<file path="config.mk">
export PLATFORM = sky130hd
export DESIGN_NAME = ffo_fifo_flags
export DESIGN_NICKNAME = d
export VERILOG_FILES = /design/src/rtl/ffo_pkg.sv /design/src/rtl/ffo_flag_pipe.sv /design/src/rtl/ffo_two_entry_buffer.sv /design/src/rtl/ffo_fifo_flags.sv
export SDC_FILE = /design/constraint.sdc
export NUM_CORES = 2
export LEC_CHECK = 0
export BUFFER_PORTS_ARGS = -buffer_cell sky130_fd_sc_hd__buf_2
export CAP_MARGIN = 20
export CORE_AREA = 2 2 615 617
export DETAILED_ROUTE_END_ITERATION = 16
export DIE_AREA = 0 0 617 619
export GPL_ROUTABILITY_DRIVEN = 1
export PLACE_DENSITY_LB_ADDON = 0.15
export RECOVER_POWER = 50
export SYNTH_ARGS = -nofsm -noshare
export SYNTH_HDL_FRONTEND = slang
export SYNTH_HIERARCHICAL = 1
export SYNTH_MEMORY_MAX_BITS = 65536
export SYNTH_SLANG_ARGS = --single-unit
</file>
<file path="constraint.sdc">
create_clock -name sys_clk -period 4.55 [get_ports sys_clk]
set_clock_uncertainty 0.2 [all_clocks]
set_input_delay 0.91 -clock sys_clk [delete_from_list [all_inputs] [get_ports sys_clk]]
set_output_delay 0.91 -clock sys_clk [all_outputs]
set_load 0.005 [all_outputs]
</file>
<file path="src/rtl/ffo_pkg.sv">
// Shared constants and types for the fall-through FIFO flag and offset block.
package ffo_pkg;
    localparam int DATA_W = 18;
    localparam int OFFSET_W = 12;
    localparam int CMP_W = 14;
    localparam logic [11:0] EMPTY_OFFSET_RESET = 12'h01F;
    localparam logic [11:0] FULL_OFFSET_RESET = 12'h01F;
    localparam logic [1:0] STAGES_SINGLE = 2'h1;
    localparam logic [1:0] STAGES_DOUBLE = 2'h2;
    localparam logic [1:0] STAGES_TRIPLE = 2'h3;
    localparam int FLAG_PIPE_MAX = 3;
    localparam int BUFFER_ENTRIES = 2;
    localparam logic [CMP_W-1:0] HALF_EXTRA_STD = 14'h0001;
    localparam logic [CMP_W-1:0] HALF_EXTRA_FALL_THROUGH_MODE = 14'h0002;
    localparam logic [CMP_W-1:0] FALL_THROUGH_MODE_EXTRA_WORD = 14'h0001;
    localparam logic [CMP_W-1:0] AE_EXTRA_FALL_THROUGH_MODE = 14'h0001;
    localparam logic RESET_FALL_THROUGH = 1'b0;
    localparam logic RESET_SYNC_PARTIAL = 1'b0;

    typedef enum logic {
        FFO_SEL_EMPTY = 1'b0,
        FFO_SEL_FULL = 1'b1
    } ffo_sel_t;
endpackage : ffo_pkg

</file>
<file path="src/rtl/ffo_flag_pipe.sv">
// Register chain with a selectable tap that delays a boundary flag.
`timescale 1ns/1ns
module ffo_flag_pipe #(
    parameter int STAGES = 3,
    parameter logic RESET_VAL = 1'b1
) (
    input wire logic sys_clk,
    input wire logic reset_n,
    input wire logic clear,
    input wire logic advance,
    input wire logic [1:0] tap,
    input wire logic d,
    output logic q
);
    logic [STAGES-1:0] pipe;
    logic [STAGES-1:0] next_pipe;

    always_comb begin
        next_pipe = pipe;
        if (clear) begin
            next_pipe = {STAGES{RESET_VAL}};
        end else if (advance) begin
            next_pipe = {pipe[STAGES-2:0], d};
        end
    end

    always_ff @(posedge sys_clk or negedge reset_n) begin
        if (!reset_n) begin
            pipe <= {STAGES{RESET_VAL}};
        end else begin
            pipe <= next_pipe;
        end
    end

    // A tap of zero is treated as one stage.
    assign q = (tap == 2'h0) ? pipe[0] : pipe[tap - 2'h1];
endmodule : ffo_flag_pipe

</file>
<file path="src/rtl/ffo_two_entry_buffer.sv">
// Small ring buffer with valid and ready on both sides.
`timescale 1ns/1ns
module ffo_two_entry_buffer #(
    parameter int WIDTH = 18,
    parameter int DEPTH = 2
) (
    input wire logic sys_clk,
    input wire logic reset_n,
    input wire logic clear,
    input wire logic inValid,
    output logic inReady,
    input wire logic [WIDTH-1:0] inData,
    output logic outValid,
    input wire logic outReady,
    output logic [WIDTH-1:0] outData
);
    localparam int PTR_W = (DEPTH > 1) ? $clog2(DEPTH) : 1;
    localparam int FILL_W = $clog2(DEPTH + 1);
    localparam logic [PTR_W-1:0] LAST = PTR_W'(DEPTH - 1);
    localparam logic [FILL_W-1:0] FULL_FILL = FILL_W'(DEPTH);

    logic [WIDTH-1:0] storage [DEPTH];
    logic [PTR_W-1:0] head, tail, next_head, next_tail;
    logic [FILL_W-1:0] fill, next_fill;
    logic push, pop;

    assign inReady = (fill != FULL_FILL);
    assign outValid = (fill != '0);
    assign outData = storage[head];
    assign push = inValid && inReady;
    assign pop = outValid && outReady;

    always_comb begin
        next_head = head;
        next_tail = tail;
        next_fill = fill;
        if (clear) begin
            next_head = '0;
            next_tail = '0;
            next_fill = '0;
        end else begin
            if (push) begin
                next_tail = (tail == LAST) ? '0 : tail + 1'b1;
            end
            if (pop) begin
                next_head = (head == LAST) ? '0 : head + 1'b1;
            end
            if (push && !pop) begin
                next_fill = fill + 1'b1;
            end else if (pop && !push) begin
                next_fill = fill - 1'b1;
            end
        end
    end

    always_ff @(posedge sys_clk or negedge reset_n) begin
        if (!reset_n) begin
            head <= '0;
            tail <= '0;
            fill <= '0;
        end else begin
            head <= next_head;
            tail <= next_tail;
            fill <= next_fill;
        end
    end

    always_ff @(posedge sys_clk) begin
        if (push && !clear) begin
            storage[tail] <= inData;
        end
    end
endmodule : ffo_two_entry_buffer

</file>
<file path="src/rtl/ffo_fifo_flags.sv">
// FIFO with standard and fall-through timing, status flags and offset registers.
`timescale 1ns/1ns
// Function
// Fall-through: words are stored on write-clock rises while write enable is low.
// Fall-through: output ready goes low once the first word is written.
// Fall-through: almost-empty rises once the count reaches empty offset plus two.
// Fall-through: half-full goes low at half the depth plus two words.
// Fall-through: almost-full goes low at depth plus one minus full offset.
// Fall-through: input ready rises, blocking writes, after depth plus one words.
// From full, the first read drops input ready; later reads release partial flags.
// Draining fall-through: almost-empty goes low at empty offset plus one words.
// After the last word, output ready rises and reads are ignored while empty.
// Load low with write enable low: first write edge stores the empty offset.
// Further load write edges alternate between full and empty offset registers.
// Raising load ends loading; the alternation pointer is kept for the next load.
// Load and read enable low: read edges give empty then full offset.
// Offset readback works in standard timing only, never in fall-through.
// Partial flag timing, synchronous or asynchronous, is fixed during master reset.
// Asynchronous almost-empty falls on read edges, rises on write edges.
// Asynchronous almost-full falls on write edges, rises on read edges.
// Synchronous almost-empty follows read edges only, almost-full write edges only.
// Buffer stages delay only the empty and full flags, never partial flags.
// Master reset samples first-load and chain-in inputs to choose mode and buffering.
// Fall-through: the first word reaches the outputs without a read enable.
// Fall-through: a read edge with enable low consumes and advances the word.
module ffo_fifo_flags #(
    parameter int DEPTH = 256
) (
    input wire logic sys_clk,
    input wire logic reset_n,
    input wire logic masterResetN,
    input wire logic firstLoadSelect,
    input wire logic readChainIn,
    input wire logic writeChainIn,
    input wire logic writeClk,
    input wire logic writeEnableN,
    input wire logic offsetLoadN,
    input wire logic [ffo_pkg::DATA_W-1:0] dataIn,
    input wire logic readClk,
    input wire logic readEnableN,
    output logic [ffo_pkg::DATA_W-1:0] dataOut,
    output logic emptyFlagN,
    output logic fullFlagN,
    output logic almostEmptyFlagN,
    output logic almostFullFlagN,
    output logic halfFullFlagN,
    output logic fallThroughMode
);
    localparam int CW = ffo_pkg::CMP_W;
    localparam int ADDR_W = $clog2(DEPTH);
    localparam logic [CW-1:0] DEPTH_C = CW'(DEPTH);
    localparam logic [CW-1:0] HALF_C = CW'(DEPTH / 2);
    localparam logic [ADDR_W-1:0] ADDR_LAST = ADDR_W'(DEPTH - 1);

    // Edge detection on the two port clocks, which are sampled as plain inputs.
    logic writeClkQ, readClkQ, writeRise, readRise;
    assign writeRise = writeClk && !writeClkQ;
    assign readRise = readClk && !readClkQ;

    always_ff @(posedge sys_clk or negedge reset_n) begin
        if (!reset_n) begin
            writeClkQ <= 1'b0;
            readClkQ <= 1'b0;
        end else begin
            writeClkQ <= writeClk;
            readClkQ <= readClk;
        end
    end

    // Configuration captured while master reset is held.
    logic syncPartial, next_syncPartial, next_fallThroughMode;
    logic [1:0] emptyStages, fullStages, next_emptyStages, next_fullStages;

    always_comb begin
        next_fallThroughMode = fallThroughMode;
        next_syncPartial = syncPartial;
        next_emptyStages = emptyStages;
        next_fullStages = fullStages;
        if (!masterResetN) begin
            next_syncPartial = firstLoadSelect;
            next_fallThroughMode = !readChainIn && writeChainIn;
            if (!readChainIn && writeChainIn) begin
                next_emptyStages = ffo_pkg::STAGES_TRIPLE;
                next_fullStages = ffo_pkg::STAGES_DOUBLE;
            end else if (readChainIn && !writeChainIn) begin
                next_emptyStages = ffo_pkg::STAGES_DOUBLE;
                next_fullStages = ffo_pkg::STAGES_DOUBLE;
            end else begin
                next_emptyStages = ffo_pkg::STAGES_SINGLE;
                next_fullStages = ffo_pkg::STAGES_SINGLE;
            end
        end
    end

    always_ff @(posedge sys_clk or negedge reset_n) begin
        if (!reset_n) begin
            fallThroughMode <= ffo_pkg::RESET_FALL_THROUGH;
            syncPartial <= ffo_pkg::RESET_SYNC_PARTIAL;
            emptyStages <= ffo_pkg::STAGES_SINGLE;
            fullStages <= ffo_pkg::STAGES_SINGLE;
        end else begin
            fallThroughMode <= next_fallThroughMode;
            syncPartial <= next_syncPartial;
            emptyStages <= next_emptyStages;
            fullStages <= next_fullStages;
        end
    end

    // Offset registers and their load and readback pointers.
    logic [11:0] emptyOffset, fullOffset, next_emptyOffset, next_fullOffset;
    ffo_pkg::ffo_sel_t loadSel, readSel, next_loadSel, next_readSel;
    logic offsetWrite, offsetRead;
    assign offsetWrite = writeRise && !writeEnableN && !offsetLoadN;
    assign offsetRead = readRise && !readEnableN && !offsetLoadN && !fallThroughMode;

    always_comb begin
        next_emptyOffset = emptyOffset;
        next_fullOffset = fullOffset;
        next_loadSel = loadSel;
        next_readSel = readSel;
        if (!masterResetN) begin
            next_emptyOffset = ffo_pkg::EMPTY_OFFSET_RESET;
            next_fullOffset = ffo_pkg::FULL_OFFSET_RESET;
            next_loadSel = ffo_pkg::FFO_SEL_EMPTY;
            next_readSel = ffo_pkg::FFO_SEL_EMPTY;
        end else begin
            if (offsetWrite) begin
                case (loadSel)
                    ffo_pkg::FFO_SEL_EMPTY: begin
                        next_emptyOffset = dataIn[11:0];
                        next_loadSel = ffo_pkg::FFO_SEL_FULL;
                    end
                    ffo_pkg::FFO_SEL_FULL: begin
                        next_fullOffset = dataIn[11:0];
                        next_loadSel = ffo_pkg::FFO_SEL_EMPTY;
                    end
                    default: begin
                        next_loadSel = ffo_pkg::FFO_SEL_EMPTY;
                    end
                endcase
            end
            if (offsetRead) begin
                next_readSel = (readSel == ffo_pkg::FFO_SEL_EMPTY) ?
                    ffo_pkg::FFO_SEL_FULL : ffo_pkg::FFO_SEL_EMPTY;
            end
        end
    end

    always_ff @(posedge sys_clk or negedge reset_n) begin
        if (!reset_n) begin
            emptyOffset <= ffo_pkg::EMPTY_OFFSET_RESET;
            fullOffset <= ffo_pkg::FULL_OFFSET_RESET;
            loadSel <= ffo_pkg::FFO_SEL_EMPTY;
            readSel <= ffo_pkg::FFO_SEL_EMPTY;
        end else begin
            emptyOffset <= next_emptyOffset;
            fullOffset <= next_fullOffset;
            loadSel <= next_loadSel;
            readSel <= next_readSel;
        end
    end

    // Data path: memory array, two-entry buffer, output register.
    logic [ffo_pkg::DATA_W-1:0] memory [DEPTH];
    logic [ADDR_W-1:0] memWrPtr, memRdPtr, next_memWrPtr, next_memRdPtr;
    logic [CW-1:0] memCount, next_memCount, wordCount, next_wordCount;
    logic outValid, next_outValid;
    logic [ffo_pkg::DATA_W-1:0] next_dataOut;
    logic bufInReady, bufOutValid, bufPop;
    logic [ffo_pkg::DATA_W-1:0] bufOutData;
    logic emptyDelayed, fullDelayed, fullRaw, emptyRaw;
    logic writeAccept, prefetch, stdRead, consume, loadOut, readDec;
    logic [CW-1:0] limit;

    assign limit = fallThroughMode ? DEPTH_C + ffo_pkg::FALL_THROUGH_MODE_EXTRA_WORD : DEPTH_C;
    assign fullRaw = (wordCount >= limit);
    assign emptyRaw = fallThroughMode ? !outValid : (wordCount == '0);
    assign writeAccept = masterResetN && writeRise && !writeEnableN && offsetLoadN
        && !fullRaw;
    assign prefetch = masterResetN && (memCount != '0) && bufInReady;
    // Reads are honoured only while the delayed flag shows data present.
    assign stdRead = masterResetN && !fallThroughMode && readRise && !readEnableN
        && offsetLoadN && !emptyDelayed && bufOutValid;
    assign consume = masterResetN && fallThroughMode && readRise && !readEnableN
        && offsetLoadN && outValid && !emptyDelayed;
    assign loadOut = masterResetN && fallThroughMode && readRise && bufOutValid
        && (!outValid || consume);
    assign bufPop = stdRead || loadOut;
    assign readDec = stdRead || consume;

    always_comb begin
        next_memWrPtr = memWrPtr;
        next_memRdPtr = memRdPtr;
        next_memCount = memCount;
        next_wordCount = wordCount;
        next_outValid = outValid;
        next_dataOut = dataOut;
        if (!masterResetN) begin
            next_memWrPtr = '0;
            next_memRdPtr = '0;
            next_memCount = '0;
            next_wordCount = '0;
            next_outValid = 1'b0;
        end else begin
            if (writeAccept) begin
                next_memWrPtr = (memWrPtr == ADDR_LAST) ? '0 : memWrPtr + 1'b1;
            end
            if (prefetch) begin
                next_memRdPtr = (memRdPtr == ADDR_LAST) ? '0 : memRdPtr + 1'b1;
            end
            if (writeAccept && !prefetch) begin
                next_memCount = memCount + 1'b1;
            end else if (prefetch && !writeAccept) begin
                next_memCount = memCount - 1'b1;
            end
            if (writeAccept && !readDec) begin
                next_wordCount = wordCount + 1'b1;
            end else if (readDec && !writeAccept) begin
                next_wordCount = wordCount - 1'b1;
            end
            if (loadOut) begin
                next_outValid = 1'b1;
            end else if (consume) begin
                next_outValid = 1'b0;
            end
            if (offsetRead) begin
                next_dataOut = {6'h00, (readSel == ffo_pkg::FFO_SEL_EMPTY) ?
                    emptyOffset : fullOffset};
            end else if (bufPop) begin
                next_dataOut = bufOutData;
            end
        end
    end

    always_ff @(posedge sys_clk or negedge reset_n) begin
        if (!reset_n) begin
            memWrPtr <= '0;
            memRdPtr <= '0;
            memCount <= '0;
            wordCount <= '0;
            outValid <= 1'b0;
            dataOut <= 18'h00000;
        end else begin
            memWrPtr <= next_memWrPtr;
            memRdPtr <= next_memRdPtr;
            memCount <= next_memCount;
            wordCount <= next_wordCount;
            outValid <= next_outValid;
            dataOut <= next_dataOut;
        end
    end

    always_ff @(posedge sys_clk) begin
        if (writeAccept) begin
            memory[memWrPtr] <= dataIn;
        end
    end

    ffo_two_entry_buffer #(
        .WIDTH(ffo_pkg::DATA_W),
        .DEPTH(ffo_pkg::BUFFER_ENTRIES)
    ) u_buffer (
        .sys_clk(sys_clk),
        .reset_n(reset_n),
        .clear(!masterResetN),
        .inValid(prefetch),
        .inReady(bufInReady),
        .inData(memory[memRdPtr]),
        .outValid(bufOutValid),
        .outReady(bufPop),
        .outData(bufOutData)
    );

    // Boundary flags pass through a chain of one to three stages.
    ffo_flag_pipe #(
        .STAGES(ffo_pkg::FLAG_PIPE_MAX),
        .RESET_VAL(1'b1)
    ) u_empty_pipe (
        .sys_clk(sys_clk),
        .reset_n(reset_n),
        .clear(!masterResetN),
        .advance(readRise),
        .tap(emptyStages),
        .d(emptyRaw),
        .q(emptyDelayed)
    );

    ffo_flag_pipe #(
        .STAGES(ffo_pkg::FLAG_PIPE_MAX),
        .RESET_VAL(1'b0)
    ) u_full_pipe (
        .sys_clk(sys_clk),
        .reset_n(reset_n),
        .clear(!masterResetN),
        .advance(writeRise),
        .tap(fullStages),
        .d(fullRaw),
        .q(fullDelayed)
    );

    // Flag outputs; partial flags compare the count in a wide space.
    logic aeCond, afCond, hfCond;
    logic next_emptyFlagN, next_fullFlagN, next_almostEmptyFlagN;
    logic next_almostFullFlagN, next_halfFullFlagN;
    logic [CW-1:0] emptyOffsetW, fullOffsetW;
    assign emptyOffsetW = CW'(emptyOffset);
    assign fullOffsetW = CW'(fullOffset);
    assign aeCond = fallThroughMode ? (wordCount <= emptyOffsetW + ffo_pkg::AE_EXTRA_FALL_THROUGH_MODE)
        : (wordCount <= emptyOffsetW);
    assign hfCond = wordCount >= HALF_C + (fallThroughMode ? ffo_pkg::HALF_EXTRA_FALL_THROUGH_MODE
        : ffo_pkg::HALF_EXTRA_STD);
    assign afCond = (wordCount + fullOffsetW) >= limit;

    always_comb begin
        next_emptyFlagN = fallThroughMode ? emptyDelayed : !emptyDelayed;
        next_fullFlagN = fallThroughMode ? fullDelayed : !fullDelayed;
        next_halfFullFlagN = !hfCond;
        next_almostEmptyFlagN = almostEmptyFlagN;
        next_almostFullFlagN = almostFullFlagN;
        if (syncPartial) begin
            if (readRise) begin
                next_almostEmptyFlagN = !aeCond;
            end
            if (writeRise) begin
                next_almostFullFlagN = !afCond;
            end
        end else begin
            if (readRise && aeCond) begin
                next_almostEmptyFlagN = 1'b0;
            end else if (writeRise && !aeCond) begin
                next_almostEmptyFlagN = 1'b1;
            end
            if (writeRise && afCond) begin
                next_almostFullFlagN = 1'b0;
            end else if (readRise && !afCond) begin
                next_almostFullFlagN = 1'b1;
            end
        end
        if (!masterResetN) begin
            next_almostEmptyFlagN = 1'b0;
            next_almostFullFlagN = 1'b1;
        end
    end

    always_ff @(posedge sys_clk or negedge reset_n) begin
        if (!reset_n) begin
            emptyFlagN <= 1'b0;
            fullFlagN <= 1'b1;
            almostEmptyFlagN <= 1'b0;
            almostFullFlagN <= 1'b1;
            halfFullFlagN <= 1'b1;
        end else begin
            emptyFlagN <= next_emptyFlagN;
            fullFlagN <= next_fullFlagN;
            almostEmptyFlagN <= next_almostEmptyFlagN;
            almostFullFlagN <= next_almostFullFlagN;
            halfFullFlagN <= next_halfFullFlagN;
        end
    end
endmodule : ffo_fifo_flags

</file>
---- Word-level counts from Yosys, hierarchy flattened ----
Memories as Yosys holds them, arrays and structs flattened.
Cells that the tools add are included.
operators by class
  equal/unequal tests ..................... 21
  reduce and logical (&&, ||, !) cells .... 76
  mux-type cells .......................... 72
  $lt $le $gt $ge ......................... 7
  add/subtract/negate cells ............... 15
  bitwise operators ....................... 1
operators with widths
  cell                   count
  $mux 12                7
  $mux 14                6
  $mux 8                 6
  $ge 14x9->1            3
  $logic_and 1x1->1      42
  $mux 1                 37
  $mux 18                2
  $add 14x1->14 const B  2
  $sub 14x1->14 const B  2
  $logic_not 1->1        20
  $ne 2x1->1 const B     9
  $add 8x1->8 const B    2
  $eq 8x8->1 const B     2
  $add 14x12->14         1
  $le 14x12->1           1
  $le 14x13->1           1
  $logic_not 14->1       1
  $mux 2                 7
  $reduce_bool 14->1     1
  $add 12x1->13 const B  1
  $mux 3                 4
  $ne 3x1->1 const B     4
  $reduce_and 2->1       5
  $add 8x2->9 const A    1
  13 further kinds       25
storage, ports and cells
  word-level logic and storage cells ...... 220
  memories kept ........................... 2
  register bits after elaboration ......... 112
  RAM bits ................................ 4644
  input port bits ......................... 29
memories
  memory            depth  width  read ports  clocked after memory_dff  write ports  line                        text
  memory            256    18     1           0                         1            ffo_fifo_flags.sv:164       logic [ffo_pkg::DATA_W-1:0] memory [DEPTH];
  u_buffer.storage  2      18     1           0                         1            ffo_two_entry_buffer.sv:22  logic [WIDTH-1:0] storage [DEPTH];

---- Logic depth before layout (Yosys ltp) ----
  depth after elaboration ................. 15
  gate-level depth with buffers ........... 16
  gate-level depth less buffers ........... 15

---- Modules after synthesis ----
The synthesis kept the hierarchy.
by module, submodules not included
  module                        instances  area each (um2)  cells each
  ffo_fifo_flags                1          184952.4         8896
  ffo_two_entry_buffer          1          1527.7           82
  ffo_flag_pipe (u_full_pipe)   1          178.9            16
  ffo_flag_pipe (u_empty_pipe)  1          172.7            17

---- Worst setup path before layout ----
OpenSTA, ideal clock, no wires.
  path type ............................... register -> register
  from .................................... register emptyStages[0]
  to ...................................... register wordCount[13]
  path slack .............................. 0.072 ns
  stages on the path, launching flop included .. 15
  data required time ...................... 4.226 ns
  arrival ................................. 4.154 ns
  library setup time ...................... 0.124 ns
  path through ............................ dfstp_2 > inv_1 > ha_1 > a32oi_1 > o21ai_0 > or4_1 > o21ai_2 > ha_1 > a211oi_1 > o21a_1 > nor3_1 > or4_1 > nand4_1 > a21oi_1 > o31a_1
between the ends
  cells in the longest elaborated chain, start to end .. 12
  elaborated cells on any way between the ends .. 16
  those cells by class .................... add/sub: 1; eq/ne: 1; mux: 5; reduce/logical: 9
ends and longest elaborated chain
  what                             line                                          text
  from (decl)                      ffo_fifo_flags.sv:72                          logic [1:0] emptyStages, fullStages, next_emptyStages, next_fullStages;
  from (signal assigned)           ffo_fifo_flags.sv:99                          emptyStages <= ffo_pkg::STAGES_SINGLE;
  from (signal assigned)           ffo_fifo_flags.sv:104                         emptyStages <= next_emptyStages;
  $sub 2x1->2                      ffo_flag_pipe.sv:36                           assign q = (tap == 2'h0) ? pipe[0] : pipe[tap - 2'h1];
  $bmux 1 s2                       ffo_flag_pipe.sv:36
  $mux 1 (not written as such)     ffo_flag_pipe.sv:36
  $mux 1 (*)                       ffo_flag_pipe.sv:36
  net emptyDelayed                 ffo_fifo_flags.sv:171                         logic emptyDelayed, fullDelayed, fullRaw, emptyRaw;
  $logic_not 1->1 (*)              ffo_fifo_flags.sv:183, ffo_fifo_flags.sv:185
  $logic_and 1x1->1 (2 in series)  ffo_fifo_flags.sv:183                         && offsetLoadN && !emptyDelayed && bufOutValid;
  $logic_or 1x1->1 (*)             ffo_fifo_flags.sv:189                         assign readDec = stdRead || consume;
  $logic_not 1->1                  ffo_fifo_flags.sv:216                         if (writeAccept && !readDec) begin
  $logic_and 1x1->1                ffo_fifo_flags.sv:216
  $mux 14                          ffo_fifo_flags.sv:216
  $mux 14                          ffo_fifo_flags.sv:198                         if (!masterResetN) begin
  to (signal assigned)             ffo_fifo_flags.sv:247                         wordCount <= next_wordCount;
  to (decl)                        ffo_fifo_flags.sv:166                         logic [CW-1:0] memCount, next_memCount, wordCount, next_wordCount;
The timed path passes the listed nets; every way through them passes the cells marked *. The select of a mux whose other input is x is not followed.
A chain may end at the register's enable or synchronous reset.

---- Worst setup path in the final report ----
  from .................................... register memRdPtr[1]
  to ...................................... memory u_buffer.storage[0][14], data pin
between the ends
  cells in the longest elaborated chain, start to end .. 1
ends and longest elaborated chain
  what                    line                        text
  from (decl)             ffo_fifo_flags.sv:165       logic [ADDR_W-1:0] memWrPtr, memRdPtr, next_memWrPtr, next_memRdPtr;
  from (signal assigned)  ffo_fifo_flags.sv:245       memRdPtr <= next_memRdPtr;
  $mem_v2 256x18          --
  to (decl)               ffo_two_entry_buffer.sv:22
No other way between the ends.

==> results by group <==
Outcome
  • Outcome: finished, violations left
  • Violated checks: max-capacitance violations, max-slew violations, negative setup slack

Detailed routing
  • Detailed Routing Iterations Pass 1: 8
  • # DRC: 0
  • Drt wl/cell: 36.1 microns
  • Routed WL: 550000 microns
  • Iter 0 DRT Violations: 14323
  • Via density: 6.46
  • Post-DRT Antenna Nets: 0
  • Vias: 98549

Floorplan
  • Num ports: 53
  • Area of the core: 375000 sq um
  • Initial Utilization: 49.9%
  • Site Rows: 225
  • Die Y-Extent: 619 microns
  • DIE AREA: 382000 sq um
  • Die W: 617 microns

Power and ir drop
  • PD cells: 478 nW/um^2
  • Leakage: 0.0677 uW
  • Final Power: 102000 uW
  • Peak supply drop: 404 uV

Placed design
  • Instance area at placement: 199000 sq um
  • Dpl hpwl: 331000 microns
  • Final GP Congestion: 0.901
  • I/O Buffers: 52
  • Placement Setup Slack: -0.0170 ns

Critical path
  • Reg2reg path depth: 9
  • WP data required: 5.06 ns
  • CP startpoint kind: flip-flop
  • Critical Path Fanout Max: 14
  • WP data arrival: 5.06 ns
  • RR Endpoint: u_buffer/storage[0][14]
  • Critical path type: flip-flop to flip-flop
  • R2r setup slk: -0.006 ns
  • Setup crit end kind: flip-flop
  • RR Startpoint: memRdPtr[1]

Clock network
  • Root Buffer: clkbuf_16
  • CTS buffer count: 478
  • Worst-Skew Late Latency: 1.02 ns
  • CTS tree: done
  • Clk buf depth: 4
  • Clock transition at path regs: 0.06 ns
  • H-tree level count: 5
  • CTS sink count: 4755

Logic synthesis
  • Post-Syn Nets: 9122
  • Cell count after synthesis: 9011
  • Number of flops mapped to enable cells by yosys: 4644
  • Syn avg cell area: 20.7 sq um
  • Async SR Flop Fraction: 2.33%
  • Simple-gate share of the synthesized area: 2.12%
  • Post-synthesis sequential area ratio: 76.1%
  • Synth warn: 6
  • Largest family of logic cells by synthesized area: multiplexers
  • Post-Synth Adder-Cell Area: 0.561%
  • Post-synthesis mux area share: 15.2%
  • Primary FF master, synth: edfxtp_1
  • Post-Synth XOR/XNOR Area: 0.216%
  • Synth Cell Area: 187000 sq um
  • Synth unique cells: 88
  • Complex-gate fraction of the synthesized area: 3.93%
  • #FFs+latches synth: 4755

STA
  • Final min period: 4.56 ns
  • Final setup viols: 2
  • Unrepaired setup endpoints after global routing: false
  • Fmax: 219 MHz
  • Final hold viol count: 0
  • Max-slew headroom: -145%
  • Setup WS post-layout: -0.00583 ns
  • Slew @ Worst Pin: 3.68 ns
  • Final period util: 100%
  • Max-slew violations: 3261
  • Setup TNS: -0.0112 ns

Finish
  • Filler Cells Inserted: 27519
  • Commonest non-fill, non-tap cells in the layout: edfxtp_1, mux4_2, buf_4, mux2i_1, clkbuf_16
  • Final Core Density: 57.0%
  • Layout cells sized above 1: 27.7%
  • Nets: 9959
  • Most common cell after layout, fill and taps aside: edfxtp_1
  • Area grow syn2layout: 14.3%
  • Final Cell Area: 213000 sq um

GRT
  • Initial antenna violation count: 32
  • First-pass GRT wire length: 765000 microns
  • Vias in the first global route: 97377
  • Grt ovf: 0
  • All-Layer GR Usage: 28.7%
  • Pin count of the biggest net entering global routing: 133

Hold path
  • Hold Path Sink: readSel
  • Min-Delay Path Depth: 4
  • Worst Hold Class: input pin to flip-flop
  • HP Start: readEnableN

Job
  • Max cap viols: 39
## per-layer routing
metal	global-route usage, %	share of wire, %
met5	0	0.015
met2	45.1	47
met1	40.4	39
met4	9.79	4.0
met3	5.81	10
## power breakdown
group / total [uW] / switching (uW) / internal (uW)
logic: 15000 / 8570 / 6390
clock network: 38400 / 16700 / 21700
registers: 48600 / 256 / 48400
total: 102000 / 25500 / 76500
## stage by stage
step,hold slack [ns],cells
after floorplan,0.273,9011
after global placement,0.261,14355
after detailed placement,0.269,14355
after CTS,0.0655,15237
after global routing,0.137,15242
final,0.145,15253
## cell usage after synthesis (13+ instances only)
library cell	n	area, sq um
nand3_1	63	315
o22ai_1	96	601
dfrtp_1	93	2330
inv_1	47	176
buf_4	45	338
edfxtp_1	4644	139000
nor3_1	69	345
ha_1	79	988
dfstp_2	18	473
o221ai_1	208	1820
nor2_1	375	1410
a31oi_1	18	113
mux2_2	26	293
a21o_1	19	143
mux2i_1	548	5490
a22oi_1	66	495
nor2b_1	19	119
a21oi_1	236	1180
buf_1	36	135
nand4_1	13	81.3
a221oi_1	22	193
o21ai_0	222	1110
buf_2	134	671
clkbuf_1	190	713
a211oi_1	51	383
nand2_1	241	905
buf_6	82	923
nand2b_1	22	138
xnor2_1	35	307
mux4_2	988	22300
o211ai_1	28	210
a211o_1	14	123
nor4_1	29	181
buf_8	20	300
## timing repair
action	4_1_cts	5_1_grt
setup endpoints to repair	1	2
pin swaps	0	0
buffers inserted	0	0
endpoints found under the hold margin	59	0
hold buffers	6	0
gates resized for setup	2	2
## critical path: stages, from the launching register on
cell,delay [ns]
dfrtp_4,0.71
nand2b_4,0.41
buf_12,0.29
buf_12,0.18
o221ai_1,0.19
o221ai_1,0.15
a21oi_1,0.58
or4_1,0.50
o41ai_1,0.20
nor4_1,0.75
## worst max path at each step
stage,cells after the start,from,endpoint,slack [ns]
floorplan,14,emptyStages[0],wordCount[13],0.07
global placement,15,emptyStages[0],wordCount[13],-0.04
detailed placement,14,emptyStages[0],wordCount[13],-0.02
CTS,14,emptyStages[0],wordCount[13],0.1
global route,2,dataIn[17],memory[162][17],0.01
finish,9,memRdPtr[1],u_buffer/storage[0][14],-0.006
## cell type report
cell class | count | area (sq um) | share of cell area (%)
tap | 4994 | 6250 | 2.93
multi-input combinational | 3687 | 42000 | 19.7
sequential | 4755 | 142000 | 66.6
antenna | 15 | 37.5 | 0.0176
timing repair buffer | 876 | 7580 | 3.55
clock buffer | 598 | 12500 | 5.84
clock inverter | 278 | 2690 | 1.26
inverter | 50 | 201 | 0.0944
## cells by family (layout without fill, tap and decap cells)
group	Yosys count	after routing
flops	4755	4755
mux	1573	1573
compound gates	1089	1089
simple gates	897	897
buf+inv	569	1802
fa+ha+maj	82	82
xor+xnor	46	46
other cells	0	15
## flip-flops by register name, indices dropped and copies added (netlist names), 2 cells and up
signal / count
fullOffset: 12
u_empty_pipe/pipe: 3
u_buffer/storage: 36
wordCount: 14
emptyOffset: 12
u_buffer/fill: 2
memWrPtr: 8
memRdPtr: 8
u_full_pipe/pipe: 3
dataOut: 18
memory: 4608
memCount: 14
emptyStages: 2
Power figures use the tool's default switching activity.
